<file path="src/rtl/qst_pkg.sv">
// package of constants for the questionable status tree
package qst_pkg;
	localparam int NODE_W = 16;
	localparam int NUM_NODES = 13;
	localparam int NUM_CH = 2;

	// physical node index
	localparam logic [3:0] N_OVR = 4'h0;
	localparam logic [3:0] N_LCUR = 4'h1;
	localparam logic [3:0] N_HCUR = 4'h2;
	localparam logic [3:0] N_LMON = 4'h3;
	localparam logic [3:0] N_HMON = 4'h4;
	localparam logic [3:0] N_ENVT = 4'h5;
	localparam logic [3:0] N_PWR = 4'h6;
	localparam logic [3:0] N_MPWR_A = 4'h7;
	localparam logic [3:0] N_MPWR_B = 4'h8;
	localparam logic [3:0] N_INST_A = 4'h9;
	localparam logic [3:0] N_INST_B = 4'ha;
	localparam logic [3:0] N_ISUM = 4'hb;
	localparam logic [3:0] N_QUES = 4'hc;

	// node codes on the command port; module nodes take a channel
	localparam logic [3:0] C_MPWR = 4'h7;
	localparam logic [3:0] C_INST = 4'h8;
	localparam logic [3:0] C_ISUM = 4'h9;
	localparam logic [3:0] C_QUES = 4'ha;

	// channel field of a command
	localparam logic [1:0] CH_NONE = 2'h0;
	localparam logic [1:0] CH_B = 2'h2;

	// register select
	localparam logic [2:0] R_COND = 3'h0;
	localparam logic [2:0] R_EVENT = 3'h1;
	localparam logic [2:0] R_ENABLE = 3'h2;
	localparam logic [2:0] R_PTR = 3'h3;
	localparam logic [2:0] R_NTR = 3'h4;

	// bit positions
	localparam int B_CH_A = 0;
	localparam int B_CH_B = 1;
	localparam int B_PWR_OVR = 0;
	localparam int B_PWR_LCUR = 6;
	localparam int B_PWR_HCUR = 7;
	localparam int B_PWR_LMON = 8;
	localparam int B_PWR_HMON = 9;
	localparam int B_PWR_ENVT = 10;
	localparam int B_INST_PWR = 3;
	localparam int B_ISUM_A = 1;
	localparam int B_ISUM_B = 2;
	localparam int B_QUES_PWR = 3;
	localparam int B_QUES_ISUM = 13;

	// defined bits of each node kind
	localparam logic [15:0] M_LEAF = 16'h0003;
	localparam logic [15:0] M_PWR = 16'h07c1;
	localparam logic [15:0] M_INST = 16'h0008;
	localparam logic [15:0] M_ISUM = 16'h0006;
	localparam logic [15:0] M_QUES = 16'h2008;

	// values after reset
	localparam logic [15:0] RST_ENABLE = 16'h0000;
	localparam logic [15:0] RST_PTR = 16'h7fff;
	localparam logic [15:0] RST_NTR = 16'h0000;
endpackage

</file>
<file path="src/rtl/qst_questionable_tree.sv">
// questionable status tree: fault leaves, summary nodes, laser shutdown
`timescale 1ns/100ps
// Summary of operation
// unassigned bits always read zero
// top node summary drives status byte bit 3
// top bit 3 summarises power node
// top bit 13 summarises instrument summary
// overrange leaf, sensors only, feeds power bit 0
// low drive leaf feeds power bit 6
// high drive leaf feeds power bit 7
// low monitor leaf feeds power bit 8
// high monitor leaf feeds power bit 9
// ambient temp leaf feeds power bit 10
// leaves: channel A bit 0, B bit 1
// drive fault switches that laser off
// high monitor fault switches laser off
// ambient temp fault switches laser off
// instrument summary: A bit 1, B bit 2
// module node bit 3 summarises module power
// module power node mirrors power node layout
// module node without channel selects A
// every command accepted whatever is installed
// nodes sixteen bits, fifteen usable
// each node has condition, event, enable, filters
// summary is OR of enabled latched events
module qst_questionable_tree (
	input wire logic clk_sys,
	input wire logic reset,
	input wire logic [1:0] sensor_present,
	input wire logic [1:0] overrange_in,
	input wire logic [1:0] low_wavelength_drive_fault,
	input wire logic [1:0] high_wavelength_drive_fault,
	input wire logic [1:0] low_wavelength_monitor_fault,
	input wire logic [1:0] high_wavelength_monitor_fault,
	input wire logic [1:0] laser_ambient_temp_fault,
	input wire logic [1:0] laser_restart,
	input wire logic cmd_valid,
	input wire logic cmd_write,
	input wire logic [3:0] cmd_node,
	input wire logic [1:0] cmd_chan,
	input wire logic [2:0] cmd_reg,
	input wire logic [15:0] cmd_wdata,
	output logic rsp_valid,
	output logic [15:0] rsp_data,
	output logic [1:0] laser_off,
	output logic stb_questionable
);
	typedef struct packed {
		logic [qst_pkg::NUM_NODES-1:0][15:0] evt;
		logic [qst_pkg::NUM_NODES-1:0][15:0] en;
		logic [qst_pkg::NUM_NODES-1:0][15:0] ptr;
		logic [qst_pkg::NUM_NODES-1:0][15:0] ntr;
		logic [qst_pkg::NUM_NODES-1:0][15:0] prev;
		logic rsp_valid;
		logic [15:0] rsp_data;
		logic [1:0] laser_off;
	} qst_state_s;

	qst_state_s st_q;
	qst_state_s st_d;
	logic [qst_pkg::NUM_NODES-1:0][15:0] cond;
	logic [qst_pkg::NUM_NODES-1:0][15:0] mask;
	logic [qst_pkg::NUM_NODES-1:0] summ;
	logic [3:0] sel;
	logic sel_ok;
	logic cmd_rd;
	logic cmd_wr;
	logic [qst_pkg::NUM_NODES-1:0] node_hit;
	logic [qst_pkg::NUM_NODES-1:0][15:0] evt_nxt;
	logic [qst_pkg::NUM_NODES-1:0][15:0] en_nxt;
	logic [qst_pkg::NUM_NODES-1:0][15:0] ptr_nxt;
	logic [qst_pkg::NUM_NODES-1:0][15:0] ntr_nxt;
	logic [qst_pkg::NUM_NODES-1:0][15:0] node_rd;
	logic [15:0] rd_nxt;
	logic [1:0] laser_trip;
	logic [1:0] laser_off_nxt;

	// defined-bit masks per node
	always_comb begin
		for (int i = 0; i < qst_pkg::NUM_NODES; i++) begin
			mask[i] = qst_pkg::M_LEAF;
		end
		mask[qst_pkg::N_PWR] = qst_pkg::M_PWR;
		mask[qst_pkg::N_MPWR_A] = qst_pkg::M_PWR;
		mask[qst_pkg::N_MPWR_B] = qst_pkg::M_PWR;
		mask[qst_pkg::N_INST_A] = qst_pkg::M_INST;
		mask[qst_pkg::N_INST_B] = qst_pkg::M_INST;
		mask[qst_pkg::N_ISUM] = qst_pkg::M_ISUM;
		mask[qst_pkg::N_QUES] = qst_pkg::M_QUES;
	end

	// command qualifiers shared by every node
	assign cmd_rd = cmd_valid && !cmd_write;
	assign cmd_wr = cmd_valid && cmd_write;

	// per-node register logic; summaries come from registered events, so the tree has no loop
	for (genvar g = 0; g < qst_pkg::NUM_NODES; g++) begin : g_node
		logic hit;
		logic rd_clr;
		logic wr_en;
		logic wr_ptr;
		logic wr_ntr;
		logic [15:0] rise;
		logic [15:0] fall;
		logic [15:0] evt_keep;

		assign summ[g] = |(st_q.evt[g] & st_q.en[g]);

		// command decode for this node
		assign hit = sel_ok && (sel == 4'(g));
		assign rd_clr = cmd_rd && hit && (cmd_reg == qst_pkg::R_EVENT);
		assign wr_en = cmd_wr && hit && (cmd_reg == qst_pkg::R_ENABLE);
		assign wr_ptr = cmd_wr && hit && (cmd_reg == qst_pkg::R_PTR);
		assign wr_ntr = cmd_wr && hit && (cmd_reg == qst_pkg::R_NTR);
		assign node_hit[g] = hit;

		// transition filters
		assign rise = cond[g] & ~st_q.prev[g] & st_q.ptr[g];
		assign fall = ~cond[g] & st_q.prev[g] & st_q.ntr[g];

		// a clearing read loses to an event of the same cycle, so no transition is dropped
		assign evt_keep = rd_clr ? 16'h0000 : st_q.evt[g];
		assign evt_nxt[g] = (evt_keep | rise | fall) & mask[g];

		// undefined bits are dropped on write
		assign en_nxt[g] = wr_en ? (cmd_wdata & mask[g]) : st_q.en[g];
		assign ptr_nxt[g] = wr_ptr ? (cmd_wdata & mask[g]) : st_q.ptr[g];
		assign ntr_nxt[g] = wr_ntr ? (cmd_wdata & mask[g]) : st_q.ntr[g];

		// masked again on the way out: the filter reset value sets bits no node defines
		assign node_rd[g] = (cmd_reg == qst_pkg::R_COND) ? (cond[g] & mask[g])
			: (cmd_reg == qst_pkg::R_EVENT) ? (st_q.evt[g] & mask[g])
			: (cmd_reg == qst_pkg::R_ENABLE) ? (st_q.en[g] & mask[g])
			: (cmd_reg == qst_pkg::R_PTR) ? (st_q.ptr[g] & mask[g])
			: (cmd_reg == qst_pkg::R_NTR) ? (st_q.ntr[g] & mask[g])
			: 16'h0000;
	end

	// condition inputs of every node
	always_comb begin
		cond = '0;
		cond[qst_pkg::N_OVR][1:0] = overrange_in & sensor_present;
		cond[qst_pkg::N_LCUR][1:0] = low_wavelength_drive_fault;
		cond[qst_pkg::N_HCUR][1:0] = high_wavelength_drive_fault;
		cond[qst_pkg::N_LMON][1:0] = low_wavelength_monitor_fault;
		cond[qst_pkg::N_HMON][1:0] = high_wavelength_monitor_fault;
		cond[qst_pkg::N_ENVT][1:0] = laser_ambient_temp_fault;
		cond[qst_pkg::N_PWR][qst_pkg::B_PWR_OVR] = summ[qst_pkg::N_OVR];
		cond[qst_pkg::N_PWR][qst_pkg::B_PWR_LCUR] = summ[qst_pkg::N_LCUR];
		cond[qst_pkg::N_PWR][qst_pkg::B_PWR_HCUR] = summ[qst_pkg::N_HCUR];
		cond[qst_pkg::N_PWR][qst_pkg::B_PWR_LMON] = summ[qst_pkg::N_LMON];
		cond[qst_pkg::N_PWR][qst_pkg::B_PWR_HMON] = summ[qst_pkg::N_HMON];
		cond[qst_pkg::N_PWR][qst_pkg::B_PWR_ENVT] = summ[qst_pkg::N_ENVT];
		// module power nodes take the raw per-channel faults in the power layout
		for (int c = 0; c < qst_pkg::NUM_CH; c++) begin
			cond[qst_pkg::N_MPWR_A + 4'(c)][qst_pkg::B_PWR_OVR] = overrange_in[c] & sensor_present[c];
			cond[qst_pkg::N_MPWR_A + 4'(c)][qst_pkg::B_PWR_LCUR] = low_wavelength_drive_fault[c];
			cond[qst_pkg::N_MPWR_A + 4'(c)][qst_pkg::B_PWR_HCUR] = high_wavelength_drive_fault[c];
			cond[qst_pkg::N_MPWR_A + 4'(c)][qst_pkg::B_PWR_LMON] = low_wavelength_monitor_fault[c];
			cond[qst_pkg::N_MPWR_A + 4'(c)][qst_pkg::B_PWR_HMON] = high_wavelength_monitor_fault[c];
			cond[qst_pkg::N_MPWR_A + 4'(c)][qst_pkg::B_PWR_ENVT] = laser_ambient_temp_fault[c];
			cond[qst_pkg::N_INST_A + 4'(c)][qst_pkg::B_INST_PWR] = summ[qst_pkg::N_MPWR_A + 4'(c)];
		end
		cond[qst_pkg::N_ISUM][qst_pkg::B_ISUM_A] = summ[qst_pkg::N_INST_A];
		cond[qst_pkg::N_ISUM][qst_pkg::B_ISUM_B] = summ[qst_pkg::N_INST_B];
		cond[qst_pkg::N_QUES][qst_pkg::B_QUES_PWR] = summ[qst_pkg::N_PWR];
		cond[qst_pkg::N_QUES][qst_pkg::B_QUES_ISUM] = summ[qst_pkg::N_ISUM];
	end

	// map command node code to a physical node
	always_comb begin
		sel_ok = 1'b1;
		sel = cmd_node;
		case (cmd_node)
			qst_pkg::C_MPWR: begin
				sel = (cmd_chan == qst_pkg::CH_B) ? qst_pkg::N_MPWR_B : qst_pkg::N_MPWR_A;
			end
			qst_pkg::C_INST: begin
				sel = (cmd_chan == qst_pkg::CH_B) ? qst_pkg::N_INST_B : qst_pkg::N_INST_A;
			end
			qst_pkg::C_ISUM: begin
				sel = qst_pkg::N_ISUM;
			end
			qst_pkg::C_QUES: begin
				sel = qst_pkg::N_QUES;
			end
			default: begin
				// unknown codes are still answered, with zero
				sel_ok = (cmd_node <= qst_pkg::N_PWR);
			end
		endcase
	end

	// unknown node codes match no node and so answer zero rather than being refused
	always_comb begin
		rd_nxt = 16'h0000;
		for (int i = 0; i < qst_pkg::NUM_NODES; i++) begin
			if (cmd_rd && node_hit[i]) begin
				rd_nxt = node_rd[i];
			end
		end
	end

	// the laser latches off until restarted; a fault in the restart cycle wins
	for (genvar c = 0; c < qst_pkg::NUM_CH; c++) begin : g_chan
		logic keep;

		assign laser_trip[c] = low_wavelength_drive_fault[c]
			| high_wavelength_drive_fault[c]
			| high_wavelength_monitor_fault[c]
			| laser_ambient_temp_fault[c];
		// a low monitor fault only reports; the laser stays on
		assign keep = st_q.laser_off[c] & ~laser_restart[c];
		assign laser_off_nxt[c] = keep | laser_trip[c];
	end

	// the one process that fills the next state; the loops above feed it
	always_comb begin
		st_d = st_q;
		st_d.evt = evt_nxt;
		st_d.en = en_nxt;
		st_d.ptr = ptr_nxt;
		st_d.ntr = ntr_nxt;
		st_d.prev = cond;
		st_d.rsp_valid = cmd_valid;
		st_d.rsp_data = rd_nxt;
		st_d.laser_off = laser_off_nxt;
	end

	always_ff @(posedge clk_sys or posedge reset) begin
		if (reset) begin
			for (int i = 0; i < qst_pkg::NUM_NODES; i++) begin
				st_q.evt[i] <= '0;
				st_q.en[i] <= qst_pkg::RST_ENABLE;
				st_q.ptr[i] <= qst_pkg::RST_PTR;
				st_q.ntr[i] <= qst_pkg::RST_NTR;
				st_q.prev[i] <= '0;
			end
			st_q.rsp_valid <= 1'b0;
			st_q.rsp_data <= '0;
			st_q.laser_off <= '0;
		end else begin
			st_q <= st_d;
		end
	end

	assign rsp_valid = st_q.rsp_valid;
	assign rsp_data = st_q.rsp_data;
	assign laser_off = st_q.laser_off;
	assign stb_questionable = summ[qst_pkg::N_QUES];
endmodule // qst_questionable_tree

</file>
<file path="config.mk">
export PLATFORM = sky130hd
export DESIGN_NAME = qst_questionable_tree
export DESIGN_NICKNAME = d
export VERILOG_FILES = /design/src/rtl/qst_pkg.sv /design/src/rtl/qst_questionable_tree.sv
export SDC_FILE = /design/constraint.sdc
export NUM_CORES = 1
export LEC_CHECK = 0
export BUFFER_PORTS_ARGS = -buffer_cell sky130_fd_sc_hd__buf_2
export CAP_MARGIN = 20
export CORE_UTILIZATION = 55
export DETAILED_ROUTE_END_ITERATION = 8
export PLACE_DENSITY = 0.86
export SLEW_MARGIN = 20
export SYNTH_ARGS = -nofsm -noshare
export SYNTH_HDL_FRONTEND = slang
export SYNTH_SLANG_ARGS = --single-unit
</file>
<file path="constraint.sdc">
create_clock -name clk_sys -period 8.3 [get_ports clk_sys]
set_input_delay 1.66 -clock clk_sys [delete_from_list [all_inputs] [get_ports clk_sys]]
set_output_delay 1.66 -clock clk_sys [all_outputs]
set_load 0.03 [all_outputs]
</file>
# Yosys cells after proc, flatten, opt, wreduce, memory -nomap -nowiden

Cells that the tools add are included.

$lt $le $gt $ge: 1
Equality and inequality tests: 21
Mux-type cells: 95
Bitwise gates (word level): 132
Reductions and logical operators: 110

Operator list:

| operator                                       | number |
|---|---|
| OR reduction 16 bit                            | 13 |
| two-way mux 11 bit                             | 18 |
| two-way mux 16 bit                             | 12 |
| AND 11 bit                                     | 15 |
| logical AND 1 bit                              | 93 |
| two-way mux 14 bit                             | 6 |
| two-way mux 2 bit                              | 38 |
| AND 14 bit                                     | 5 |
| NOT 11 bit                                     | 6 |
| bitwise OR 11 bit                              | 6 |
| AND 2 bit                                      | 31 |
| two-way mux 4 bit                              | 13 |
| AND 4 bit                                      | 10 |
| == test 4 bit (second input constant)          | 8 |
| NOT 14 bit                                     | 2 |
| bitwise OR 14 bit                              | 2 |
| NOT 2 bit                                      | 12 |
| bitwise OR 2 bit                               | 12 |
| == test 4 x 3 -> 1 bit (second input constant) | 5 |
| two-way mux 3 bit                              | 6 |
| NOT 4 bit                                      | 4 |
| bitwise OR 4 bit                               | 4 |
| case mux 4 bit (4 select lines)                | 1 |
| AND 3 bit                                      | 5 |
| other kinds (17)                               | 32 |

Bits in registers: 233
Input port bits: 45
Output and inout port bits: 20

# Longest topological paths before layout

Gate-level depths: netlist of the first run.

Depth after elaboration: 19
Gate-level depth with buffers: 10
Depth with buffers taken out: 7

# Least setup slack after synthesis of the first run

No wires, ideal clock.

Path type: input port to flip-flop
Start: input port cmd_reg[0]
End: register st_q[345] (netlist bit)
Data arrival time: 2,941 ps
Required time: 8,175 ps
Path slack: 5,234 ps
Cell stages on the path: 7
Path buffers: 3
Path through: buf_6 buf_6 buf_6 nor2_2 nand2_2 nor2_2 mux2_2

Word-level cells in the longest chain between the ends: 2

RTL lines:

| element              | RTL line                     | RTL |
|---|---|---|
| from (decl)          | qst_questionable_tree.sv:41  | `input wire logic [2:0] cmd_reg,` |
| == test 3 bit        | qst_questionable_tree.sv:114 | `assign wr_ntr = cmd_wr && hit && (cmd_reg == qst_pkg::R_NTR);` |
| logical AND 1 bit    | qst_questionable_tree.sv:114 |  |
| to (signal assigned) | qst_questionable_tree.sv:243 | `st_q <= st_d;` |
| to (decl)            | qst_questionable_tree.sv:59  | `qst_state_s st_q;` |

Every way passes these cells.
A chain may end at the register's enable or synchronous reset.

# Final worst setup path of the first run

Start: input port cmd_reg[1]
End: register st_q[761] (netlist bit)

Word-level cells in the longest chain between the ends: 2

RTL lines:

| element                | RTL line                     | RTL |
|---|---|---|
| == test 3 x 2 -> 1 bit | qst_questionable_tree.sv:112 | `assign wr_en = cmd_wr && hit && (cmd_reg == qst_pkg::R_ENABLE);` |
| logical AND 1 bit      | qst_questionable_tree.sv:112 |  |

Every way passes these cells.

==> key figures, run 1 <==
Placed design
  • Placed Cells: 1063
  • GP Congestion: 0.983
  • Setup WS pre-CTS: 3.67 ns
  • Dpl hpwl: 17800 µm
  • Port Buf Inserts: 52

Timing
  • Final Hold Viols: 0
  • Least-Margin Pin Slew: 1.10 ns
  • Fmax: 0.233 GHz
  • Setup TNS: 0 ns
  • Worst Skew: 0.0105 ns
  • Final Critical Period: 4.29 ns
  • Max-slew violations: 0
  • RSZ-0062 raised after global routing: no
  • Slew HR: 0.264
  • Number of setup violations in the final report: 0
  • Hold Worst Slack: 0.509 ns
  • Period utilization: 0.517
  • Setup ws final: 4.01 ns

Clock network
  • TritonCTS clock tree: yes
  • Root buf cell: clkbuf_16
  • H-tree depth: 4
  • Worst skew pair latency: 0.44 ns
  • TritonCTS buffer count: 17
  • Clock tree buffer depth: 2
  • Resized cells post-CTS: 0
  • Post-CTS Setup Bufs: 0
  • Hold buffers post-CTS: 0
  • Clock-pin slew on the worst setup and hold paths: 0.07 ns
  • Clock Sinks: 181

Logic synthesis
  • Sequential cell area fraction in the yosys report: 0.492
  • #FFs+latches synth: 181
  • Ys async rst share: 1.00
  • Post-synthesis cell type count: 63
  • Primary FF master, synth: dfrtp_1
  • Number of synthesis warnings: 0
  • Post-Syn Area: 0.00930 mm²
  • Syn avg cell area: 11.2 µm²
  • Post-synth EDFFs: 0
  • Cells after Synth: 832

Detailed routing
  • Remaining DRCs: 0
  • Final ANT Viol Nets: 0
  • Via/cell ratio: 6.67
  • Via count: 7307
  • Met1 wire length: 10200 µm
  • Met2 WL: 12300 µm
  • Final wirelength: 26400 µm
  • Uppermost layer routed: met4
  • Avg WL per Cell: 24.1 µm
  • DR pass1 iterations: 6
  • DR WL met3: 2780 µm
  • First DRT Iteration DRCs: 1064

Global route
  • Vias in the first global route: 7209
  • GRT Util Overall: 0.315
  • Initial antenna violation count: 0
  • First-pass GRT wire length: 41400 µm
  • GRT Residual Overflow: 0
  • Largest net degree at the start of global routing: 113

Die
  • Die area: 0.0174 mm²
  • Io pins: 65
  • Core area: 0.0165 mm²
  • Initial Utilization: 0.563
  • Die X: 132 µm
  • Row cnt: 47
  • Die H: 132 µm

Final layout
  • Diode count: 0
  • Area grow syn2layout: 9.84%
  • Final core occ: 0.618
  • Layout cells sized above 1: 0.290
  • Most common cell after layout, fill and taps aside: dfrtp_1
  • Final #Nets: 908
  • FF+latch area: 0.00457 mm²
  • Multi-input gate area: 0.00424 mm²
  • Final Non-Filler Cells: 1096
  • FILL cells: 1267
  • Most frequent cells in the layout: dfrtp_1 (145), mux2_2 (91), nand2_1 (82), nor2_1 (55), buf_2 (52)

Setup path
  • Worst EP arrival: 4.61 ns
  • Worst Setup Path Type: input port to flop
  • Critical Path Fanout Max: 46
  • Crit start category: input port
  • Critical path endpoint category: flop
  • Worst EP required: 8.62 ns

Power and ir drop
  • Maximum VDD drop: 0.173 mV
  • Leakage power: 4.54 nW
  • Power Density: 210 mW/mm²

Run status
  • Outcome: finished clean

Min path
  • HP Class: flop to flop

Flow run
  • Max cap viols: 0
[registers in the layout, summed over array words and instances (netlist names)]
signal	cells
st_q	168
rsp_data	10
laser_off	2
rsp_valid	1
[through the flow]
| stage | cell area (µm²) | total power, mW |
|---|---|---|
| 6_report | 10200 | 2.15 |
| 5_1_grt | 10200 | 2.21 |
| 4_1_cts | 10200 | 2.15 |
| 3_3_place_gp | 9560 | 1.28 |
| 2_1_floorplan | 9320 | 1.20 |
| 3_5_place_dp | 9560 | 1.29 |
[final timing paths]
path	start	endpoint	slack, ns	cells past startpoint
worst max-delay path	cmd_reg[1]	st_q[761]	4.01	6
max in group asynchronous	reset	st_q[227]	5.53	4
min in group asynchronous	reset	st_q[955]	1.20	2
worst min register to register	st_q[613]	st_q[613]	0.51	2
worst min-delay path	st_q[613]	st_q[613]	0.51	2
worst max register to register	st_q[643]	rsp_data[0]	6.39	6
[layer usage]
metal / GRT usage / vias to the layer above
met1: 0.416 / 3587
met2: 0.491 / 494
met5: 0 / -
met3: 0.0873 / 108
li1: - / 3118
met4: 0.134 / 0
[cells in the mapped netlist (14+ instances only)]
| library cell | count | share of area |
|---|---|---|
| mux2_1 | 22 | 0.027 |
| dfstp_2 | 36 | 0.10 |
| nand2_1 | 82 | 0.033 |
| nand2b_1 | 14 | 0.0094 |
| buf_4 | 22 | 0.018 |
| nor2_1 | 55 | 0.022 |
| o21ai_0 | 23 | 0.012 |
| a21oi_1 | 16 | 0.0086 |
| nor2b_1 | 25 | 0.017 |
| a221o_1 | 14 | 0.015 |
| inv_1 | 36 | 0.015 |
| mux2_2 | 91 | 0.11 |
| nand3_1 | 19 | 0.010 |
| dfrtp_1 | 145 | 0.39 |
| o22ai_1 | 19 | 0.013 |
| a22oi_1 | 26 | 0.021 |
| buf_2 | 15 | 0.0081 |
| mux2i_1 | 20 | 0.022 |
[power by group]
part	internal (mW)	switching (mW)	leakage, nW
combinational	0.108	0.155	1.97
sequential	0.962	0.0623	2.26
clock	0.511	0.349	0.303
[area by class of cell]
type / instances / share of cell area
Sequential cell: 181 / 0.448
Multi-Input combinational cell: 565 / 0.416
Clock buffer: 19 / 0.0434
Timing Repair Buffer: 61 / 0.0341
Tap cell: 220 / 0.0270
Clock inverter: 13 / 0.0178
Inverter: 37 / 0.0143
[kinds of logic after synthesis]
group,share of synthesized area
AOI/OAI and AO/OA,0.136
buffers and inverters,0.0536
other,0.000403
muxes,0.180
DFF,0.492
and+or+nand+nor,0.138
[critical path: stages]
cell and delay [ns]:
buf_2 0.08, buf_4 0.51, nor2b_1 0.77, nand2_1 0.66
nor2_2 0.52, mux2_2 0.39
Power figures use the tool's default switching activity.
==> inputs of run 2 (changes only) <==
ABC_AREA = 1   (was default)
PLACE_DENSITY = 0.89   (was 0.86)
clock period = 3.9 ns   (was 8.3 ns; I/O delays follow)
==> run 2 against run 1 <==
Net effect: routed wire length fell by 4.9%; count of clock-buffer cells in the layout rose by 2; die area down 1.9%; combinational power grew 87%; synthesized cell count is 34% higher; final area is 3.0% lower; utilization shrank 0.14 points; via count is 13% higher; register-to-register slack worse by 4.4 ns; final cell count is 25% higher; power increased by 98%; sequential share of layout area is 1.4 points higher; critical endpoint is now rsp_data[0]; largest cell class unchanged; largest power group unchanged; highest routed layer unchanged.
==> key figures, run 2 <==
Detailed routing
  • Final ANT Viol Nets: 0 (unchanged)
  • DR pass1 iterations: 9 (+3)
  • Avg WL per Cell: 18.3 µm (-24%)
  • First DRT Iteration DRCs: 1334 (+25%)
  • Via count: 8284 (+13%)
  • Remaining DRCs: 0 (unchanged)
  • Final wirelength: 25100 µm (-4.9%)
  • Via/cell ratio: 6.04 (-9.4%)

Global route
  • GRT Util Overall: 0.319 (+0.00385)
  • Initial antenna violation count: 0 (unchanged)
  • First-pass GRT wire length: 40800 µm (-1.5%)
  • Vias in the first global route: 7976 (+11%)
  • Largest net degree at the start of global routing: 70 (-38%)
  • GRT Residual Overflow: 0 (unchanged)

Min path
  • HP Class: input port to asynchronous set/reset pin

Clock network
  • Resized cells post-CTS: 0 (unchanged)
  • Clock tree buffer depth: 2 (unchanged)
  • Root buf cell: clkbuf_16
  • TritonCTS clock tree: yes
  • Worst skew pair latency: 0.44 ns (about the same)
  • Hold buffers post-CTS: 0 (unchanged)
  • Clock-pin slew on the worst setup and hold paths: 0.07 ns (about the same)
  • TritonCTS buffer count: 17 (unchanged)
  • Post-CTS Setup Bufs: 0 (unchanged)
  • Clock Sinks: 181 (unchanged)
  • H-tree depth: 4 (unchanged)

Die
  • Row cnt: 46 (-2.1%)
  • Die X: 131 µm (-0.95%)
  • Initial Utilization: 0.568 (+0.00529)
  • Die area: 0.0171 mm² (-1.9%)
  • Io pins: 65 (unchanged)
  • Core area: 0.0161 mm² (-2.8%)
  • Die H: 131 µm (-0.95%)

Setup path
  • R2R Setup Slk: 1.95 ns (-4.44 ns)
  • Crit start category: input port
  • Critical path endpoint category: flop
  • Worst EP arrival: 2.81 ns (-1.80 ns)
  • Worst EP required: 4.23 ns (-4.39 ns)
  • Worst Setup Path Type: input port to flop
  • Critical Path Fanout Max: 12 (-74%)

Power and ir drop
  • NetSw: 1.20 mW (+110%)
  • Leakage power: 4.48 nW (-1.2%)
  • Sw Share: 0.281 (+0.0169)
  • Logic pwr share: 0.115 (-0.007)
  • Sequential Power Share: 0.509 (+0.032)
  • Maximum VDD drop: 0.339 mV (+95%)
  • Tot Pwr: 4.26 mW (+98%)
  • Power Density: 430 mW/mm² (+100%)
  • Internal: 3.06 mW (+94%)
  • Clk network pwr share: 0.376 (-0.025)

Timing
  • Final Critical Period: 2.48 ns
  • Number of setup violations in the final report: 0 (unchanged)
  • Slew HR: 0.369 (+0.105)
  • Period utilization: 0.636
  • RSZ-0062 raised after global routing: no
  • Least-Margin Pin Slew: 0.946 ns (-0.151 ns)
  • Hold Worst Slack: 0.451 ns (-0.0581 ns)
  • Max-slew violations: 0 (unchanged)
  • Setup TNS: 0 ns (unchanged)
  • Final Hold Viols: 0 (unchanged)
  • Worst Skew: 0.0131 ns (+0.00255 ns)
  • Fmax: 0.403 GHz

Logic synthesis
  • Ys async rst share: 1.00 (unchanged)
  • Post-Syn Area: 0.00912 mm² (-1.9%)
  • Syn avg cell area: 8.17 µm² (-27%)
  • Post-synthesis cell type count: 40 (-37%)
  • Sequential cell area fraction in the yosys report: 0.502 (+0.00959)
  • Primary FF master, synth: dfrtp_1
  • Synth area leaders: dfrtp_1 (40%), nand2_1 (14%), dfstp_2 (10%)
  • Synth top area share: 0.398 (+0.00760)
  • Count leader, synth: nand2_1
  • #FFs+latches synth: 181 (unchanged)
  • Post-synth EDFFs: 0 (unchanged)
  • Largest area contributor in the netlist: dfrtp_1
  • Number of synthesis warnings: 0 (unchanged)
  • Cells after Synth: 1116 (+34%)
  • Most frequent cells after synthesis: nand2_1 (328), dfrtp_1 (145), inv_1 (110), o21ai_0 (105), nand3_1 (92)

Final layout
  • Area grow syn2layout: 8.58%
  • Top Registers: st_q: 168 flops, rsp_data: 10 flops, laser_off: 2 flops
  • Most common cell after layout, fill and taps aside: nand2_1
  • Max FFs per register: 168 (unchanged)
  • Layout cells sized above 1: 0.141 (-0.149)
  • Top reg by flops: st_q
  • Most frequent cells in the layout: nand2_1 (328), dfrtp_1 (145), inv_1 (109), o21ai_0 (105), nand3_1 (92)
  • Diode count: 0 (unchanged)
  • Final Non-Filler Cells: 1371 (+25%)
  • Final #Nets: 1187 (+31%)

Placed design
  • Port Buf Inserts: 52 (unchanged)
  • Placed Cells: 1339 (+26%)
  • GP Congestion: 0.948 (-3.6%)
  • Dpl hpwl: 16800 µm (-5.4%)

Run status
  • Outcome: finished clean

Flow run
  • Max cap viols: 0 (unchanged)
## run 2: stage by stage
stage	worst slack, ns	area, µm²	util
after floorplan	0.827	9140	-
after global placement	1.10	9360	0.583
after detailed placement	1.06	9360	0.583
after CTS	1.51	9900	0.617
after global routing	1.33	9900	0.617
final	1.42	9900	0.617
## run 2: path summary, 6_finish.rpt
path                            cells after the start     endpoint                     startpoint
min in group clk_sys                                1    st_q[153]  low_wavelength_drive_fault[1]
worst min-delay path                                2    st_q[692]                          reset
worst max-delay path                               11  rsp_data[0]                     cmd_reg[1]
worst min register to register                      2    st_q[640]                      st_q[640]
max in group asynchronous                           3    st_q[436]                          reset
worst max register to register                      8  rsp_data[3]                      st_q[779]
## run 2: final cells by class
class,count,area (µm²)
multi-input cells,764,3710
flip-flops and latches,181,4570
inverters,115,435
repair buffers,63,368
clock buffers,21,470
fillers,1315,6160
clock inverters,11,75.1
well taps,216,270
## run 2: cells by family (layout without fill, tap and decap cells)
logic type,Yosys count,in the layout,share of synthesized area
compound gates,249,249,0.161
other cells,1,6,0.000411
buf+inv,176,210,0.0941
flops,181,181,0.502
simple gates,509,509,0.243
## run 2: power by group through the flow
stage | sequential, mW | clock, mW | combinational (mW)
after floorplan | 2.16 | 0 | 0.353
after global placement | 2.19 | 0 | 0.456
after detailed placement | 2.19 | 0 | 0.475
after CTS | 2.16 | 1.61 | 0.480
after global routing | 2.18 | 1.69 | 0.546
final | 2.17 | 1.60 | 0.489
## run 2: routing by layer
metal	vias to the layer above	share of wire	GRT usage
li1	3738	-	-
met1	3836	0.39	0.413
met2	601	0.46	0.491
met3	109	0.11	0.0863
met4	0	0.039	0.170
met5	-	0	0
## run 2: worst max-delay path, cell delays in order
cell and delay (ns):
buf_2 0.26, inv_2 0.08, nor2_4 0.11, nand2_1 0.45
buf_4 0.38, o221ai_1 0.22, nand2_1 0.07, o21ai_1 0.08
nor2_1 0.08, nor2_1 0.20, a21oi_2 0.09
==> inputs of run 3 (changes only) <==
clock period = 2.2 ns   (was 3.9 ns; I/O delays follow)
==> run 3 against run 2 <==
Net effect: the run now ends with DRC left; power is 87% higher; non-clock buffer count is 18 higher; sequential power is 77% higher; utilization is 1.9 points higher; critical path type unchanged; register-to-register slack worse by 1.5 ns.
==> key figures, run 3 (synthesis gave the netlist of run 2 again) <==
Placed design
  • GP Congestion: 0.950 (+0.20%)
  • Dpl cell area: 0.00958 mm² (+2.4%)
  • Port Buf Inserts: 52 (unchanged)
  • Setup WS pre-CTS: 0.0461 ns (-1.02 ns)
  • Placed Cells: 1356 (+1.3%)
  • Dpl hpwl: 17400 µm (+3.6%)

Die
  • Initial Utilization: 0.568 (unchanged)
  • Die area: 0.0171 mm² (unchanged)
  • Row cnt: 46 (unchanged)
  • Die H: 131 µm (unchanged)
  • Die X: 131 µm (unchanged)
  • Io pins: 65 (unchanged)
  • Core area: 0.0161 mm² (unchanged)

Clock network
  • Clock tree buffer depth: 2 (unchanged)
  • Worst skew pair latency: 0.44 ns (about the same)
  • TritonCTS buffer count: 17 (unchanged)
  • H-tree depth: 4 (unchanged)
  • Resized cells post-CTS: 0 (unchanged)
  • Post-CTS Setup Bufs: 0 (unchanged)
  • Root buf cell: clkbuf_16
  • Clock-pin slew on the worst setup and hold paths: 0.07 ns (about the same)
  • TritonCTS clock tree: yes
  • Clock Sinks: 181 (unchanged)

Setup path
  • Worst EP arrival: 2.18 ns (-0.63 ns)
  • Critical Path Fanout Max: 14 (+2)
  • Critical path endpoint category: flop
  • Crit start category: input port
  • Worst EP required: 2.57 ns (-1.66 ns)
  • Worst Setup Path Type: input port to flop
  • Crit-path leading delay family: buffers and inverters
  • Slowest CP cell: nor2_4
  • Cell seen most often among critical-path stages: nand2_1
  • Worst path max stage delay: 0.32 ns (-0.13 ns)
  • Critical path, cell by cell: buf_2 > inv_1 > nand2_1 > nor2_4 > inv_1 > buf_4 > o21ai_0 > o22ai_1 > nand2_1 > nand2_1 > a21oi_1
  • Worst Path Buf+Inv: 4 (+1)
  • R2R Setup Slk: 0.45 ns (-1.50 ns)

Timing
  • Final Hold Viols: 0 (unchanged)
  • Number of setup violations in the final report: 0 (unchanged)
  • RSZ-0062 raised after global routing: no
  • Setup TNS: 0 ns (unchanged)
  • Setup ws final: 0.384 ns (-1.04 ns)
  • Fmax: 0.551 GHz
  • Least-Margin Pin Slew: 0.721 ns (-0.225 ns)
  • Final Critical Period: 1.82 ns
  • Max-slew violations: 0 (unchanged)
  • Worst Skew: 0.00871 ns (-0.00434 ns)
  • Slew HR: 0.519 (+0.150)
  • Hold Worst Slack: 0.128 ns (-0.324 ns)
  • Period utilization: 0.826

Power and ir drop
  • Power Density: 782 mW/mm² (+82%)
  • Leakage power: 4.64 nW (+3.4%)
  • Tot Pwr: 7.98 mW (+87%)
  • Maximum VDD drop: 0.603 mV (+78%)

Final layout
  • Final core occ: 0.636 (+0.0193)
  • Final Non-Filler Cells: 1389 (+1.3%)
  • Final #Nets: 1205 (+1.5%)
  • Top reg by flops: st_q
  • Most common cell after layout, fill and taps aside: nand2_1
  • Top Registers: st_q: 168 flops, rsp_data: 10 flops, laser_off: 2 flops
  • Area grow syn2layout: 12.0%
  • Layout cells sized above 1: 0.153 (+0.0123)
  • Diode count: 0 (unchanged)
  • Post-route design area: 0.0102 mm² (+3.1%)
  • Max FFs per register: 168 (unchanged)
  • Most frequent cells in the layout: nand2_1 (328), dfrtp_1 (145), inv_1 (109), o21ai_0 (105), nand3_1 (92)

Flow run
  • Max cap viols: 0 (unchanged)

Global route
  • Initial antenna violation count: 0 (unchanged)
  • GRT Util Overall: 0.323 (+0.00392)
  • Vias in the first global route: 8268 (+3.7%)
  • Largest net degree at the start of global routing: 87 (+24%)
  • First-pass GRT wire length: 41300 µm (+1.3%)
  • GRT Residual Overflow: 0 (unchanged)

Detailed routing
  • Via/cell ratio: 6.20 (+2.7%)
  • Avg WL per Cell: 18.7 µm (+2.4%)
  • First DRT Iteration DRCs: 1311 (-1.7%)
  • Final wirelength: 26000 µm (+3.8%)
  • Via count: 8616 (+4.0%)
  • Final ANT Viol Nets: 0 (unchanged)
  • DR pass1 iterations: 8 (-1)
  • Remaining DRCs: 1 (+1)

Run status
  • Failing checks: DRC
  • Outcome: finished, violations left

Min path
  • HP Class: input port to flop
[run 3: where the power goes]
| part | switching [mW] | leakage (nW) | internal (mW) | total, mW |
|---|---|---|---|---|
| sequential | 0.229 | 2.25 | 3.62 | 3.85 |
| combinational | 0.606 | 2.08 | 0.305 | 0.911 |
| clock | 1.33 | 0.304 | 1.88 | 3.21 |
[run 3: final timing paths]
| check | from | to | cells after the start |
|---|---|---|---|
| max in group asynchronous | reset | st_q[598] | 4 |
| min in group asynchronous | reset | st_q[963] | 3 |
| worst min register to register | st_q[640] | st_q[640] | 2 |
| worst max register to register | st_q[777] | rsp_data[3] | 7 |
| worst min-delay path | low_wavelength_monitor_fault[1] | st_q[155] | 1 |
| worst max-delay path | cmd_reg[2] | rsp_data[1] | 11 |
[run 3: worst register-to-register path, delay by kind of cell, from the launching register on]
| family | cells | cell delay [ns] |
|---|---|---|
| simple gates | 3 | 0.54 |
| buf+inv | 1 | 0.16 |
| flops | 1 | 0.40 |
| compound gates | 3 | 0.52 |
[run 3: cell type report]
class | instances | area (µm²)
multi-input cells | 764 | 3710
flip-flops and latches | 181 | 4570
well taps | 216 | 270
clock buffers | 21 | 470
fillers | 1278 | 5850
repair buffers | 81 | 606
inverters | 115 | 435
clock inverters | 11 | 148
[run 3: layer usage]
layer  vias to the layer above  routed length (µm)  GRT usage  share of wire
met1                      4059                9800      0.419           0.38
met4                         0                1430      0.200          0.055
met5                         -                   0          0              0
met3                       145                2850     0.0721           0.11
met2                       626               11900      0.495           0.46
li1                       3786                   -          -              -
[run 3: what timing repair did]
item	4_1_cts	5_1_grt
endpoints found under the setup margin	0	0
hold buffers	1	0
endpoints found under the hold margin	3	0
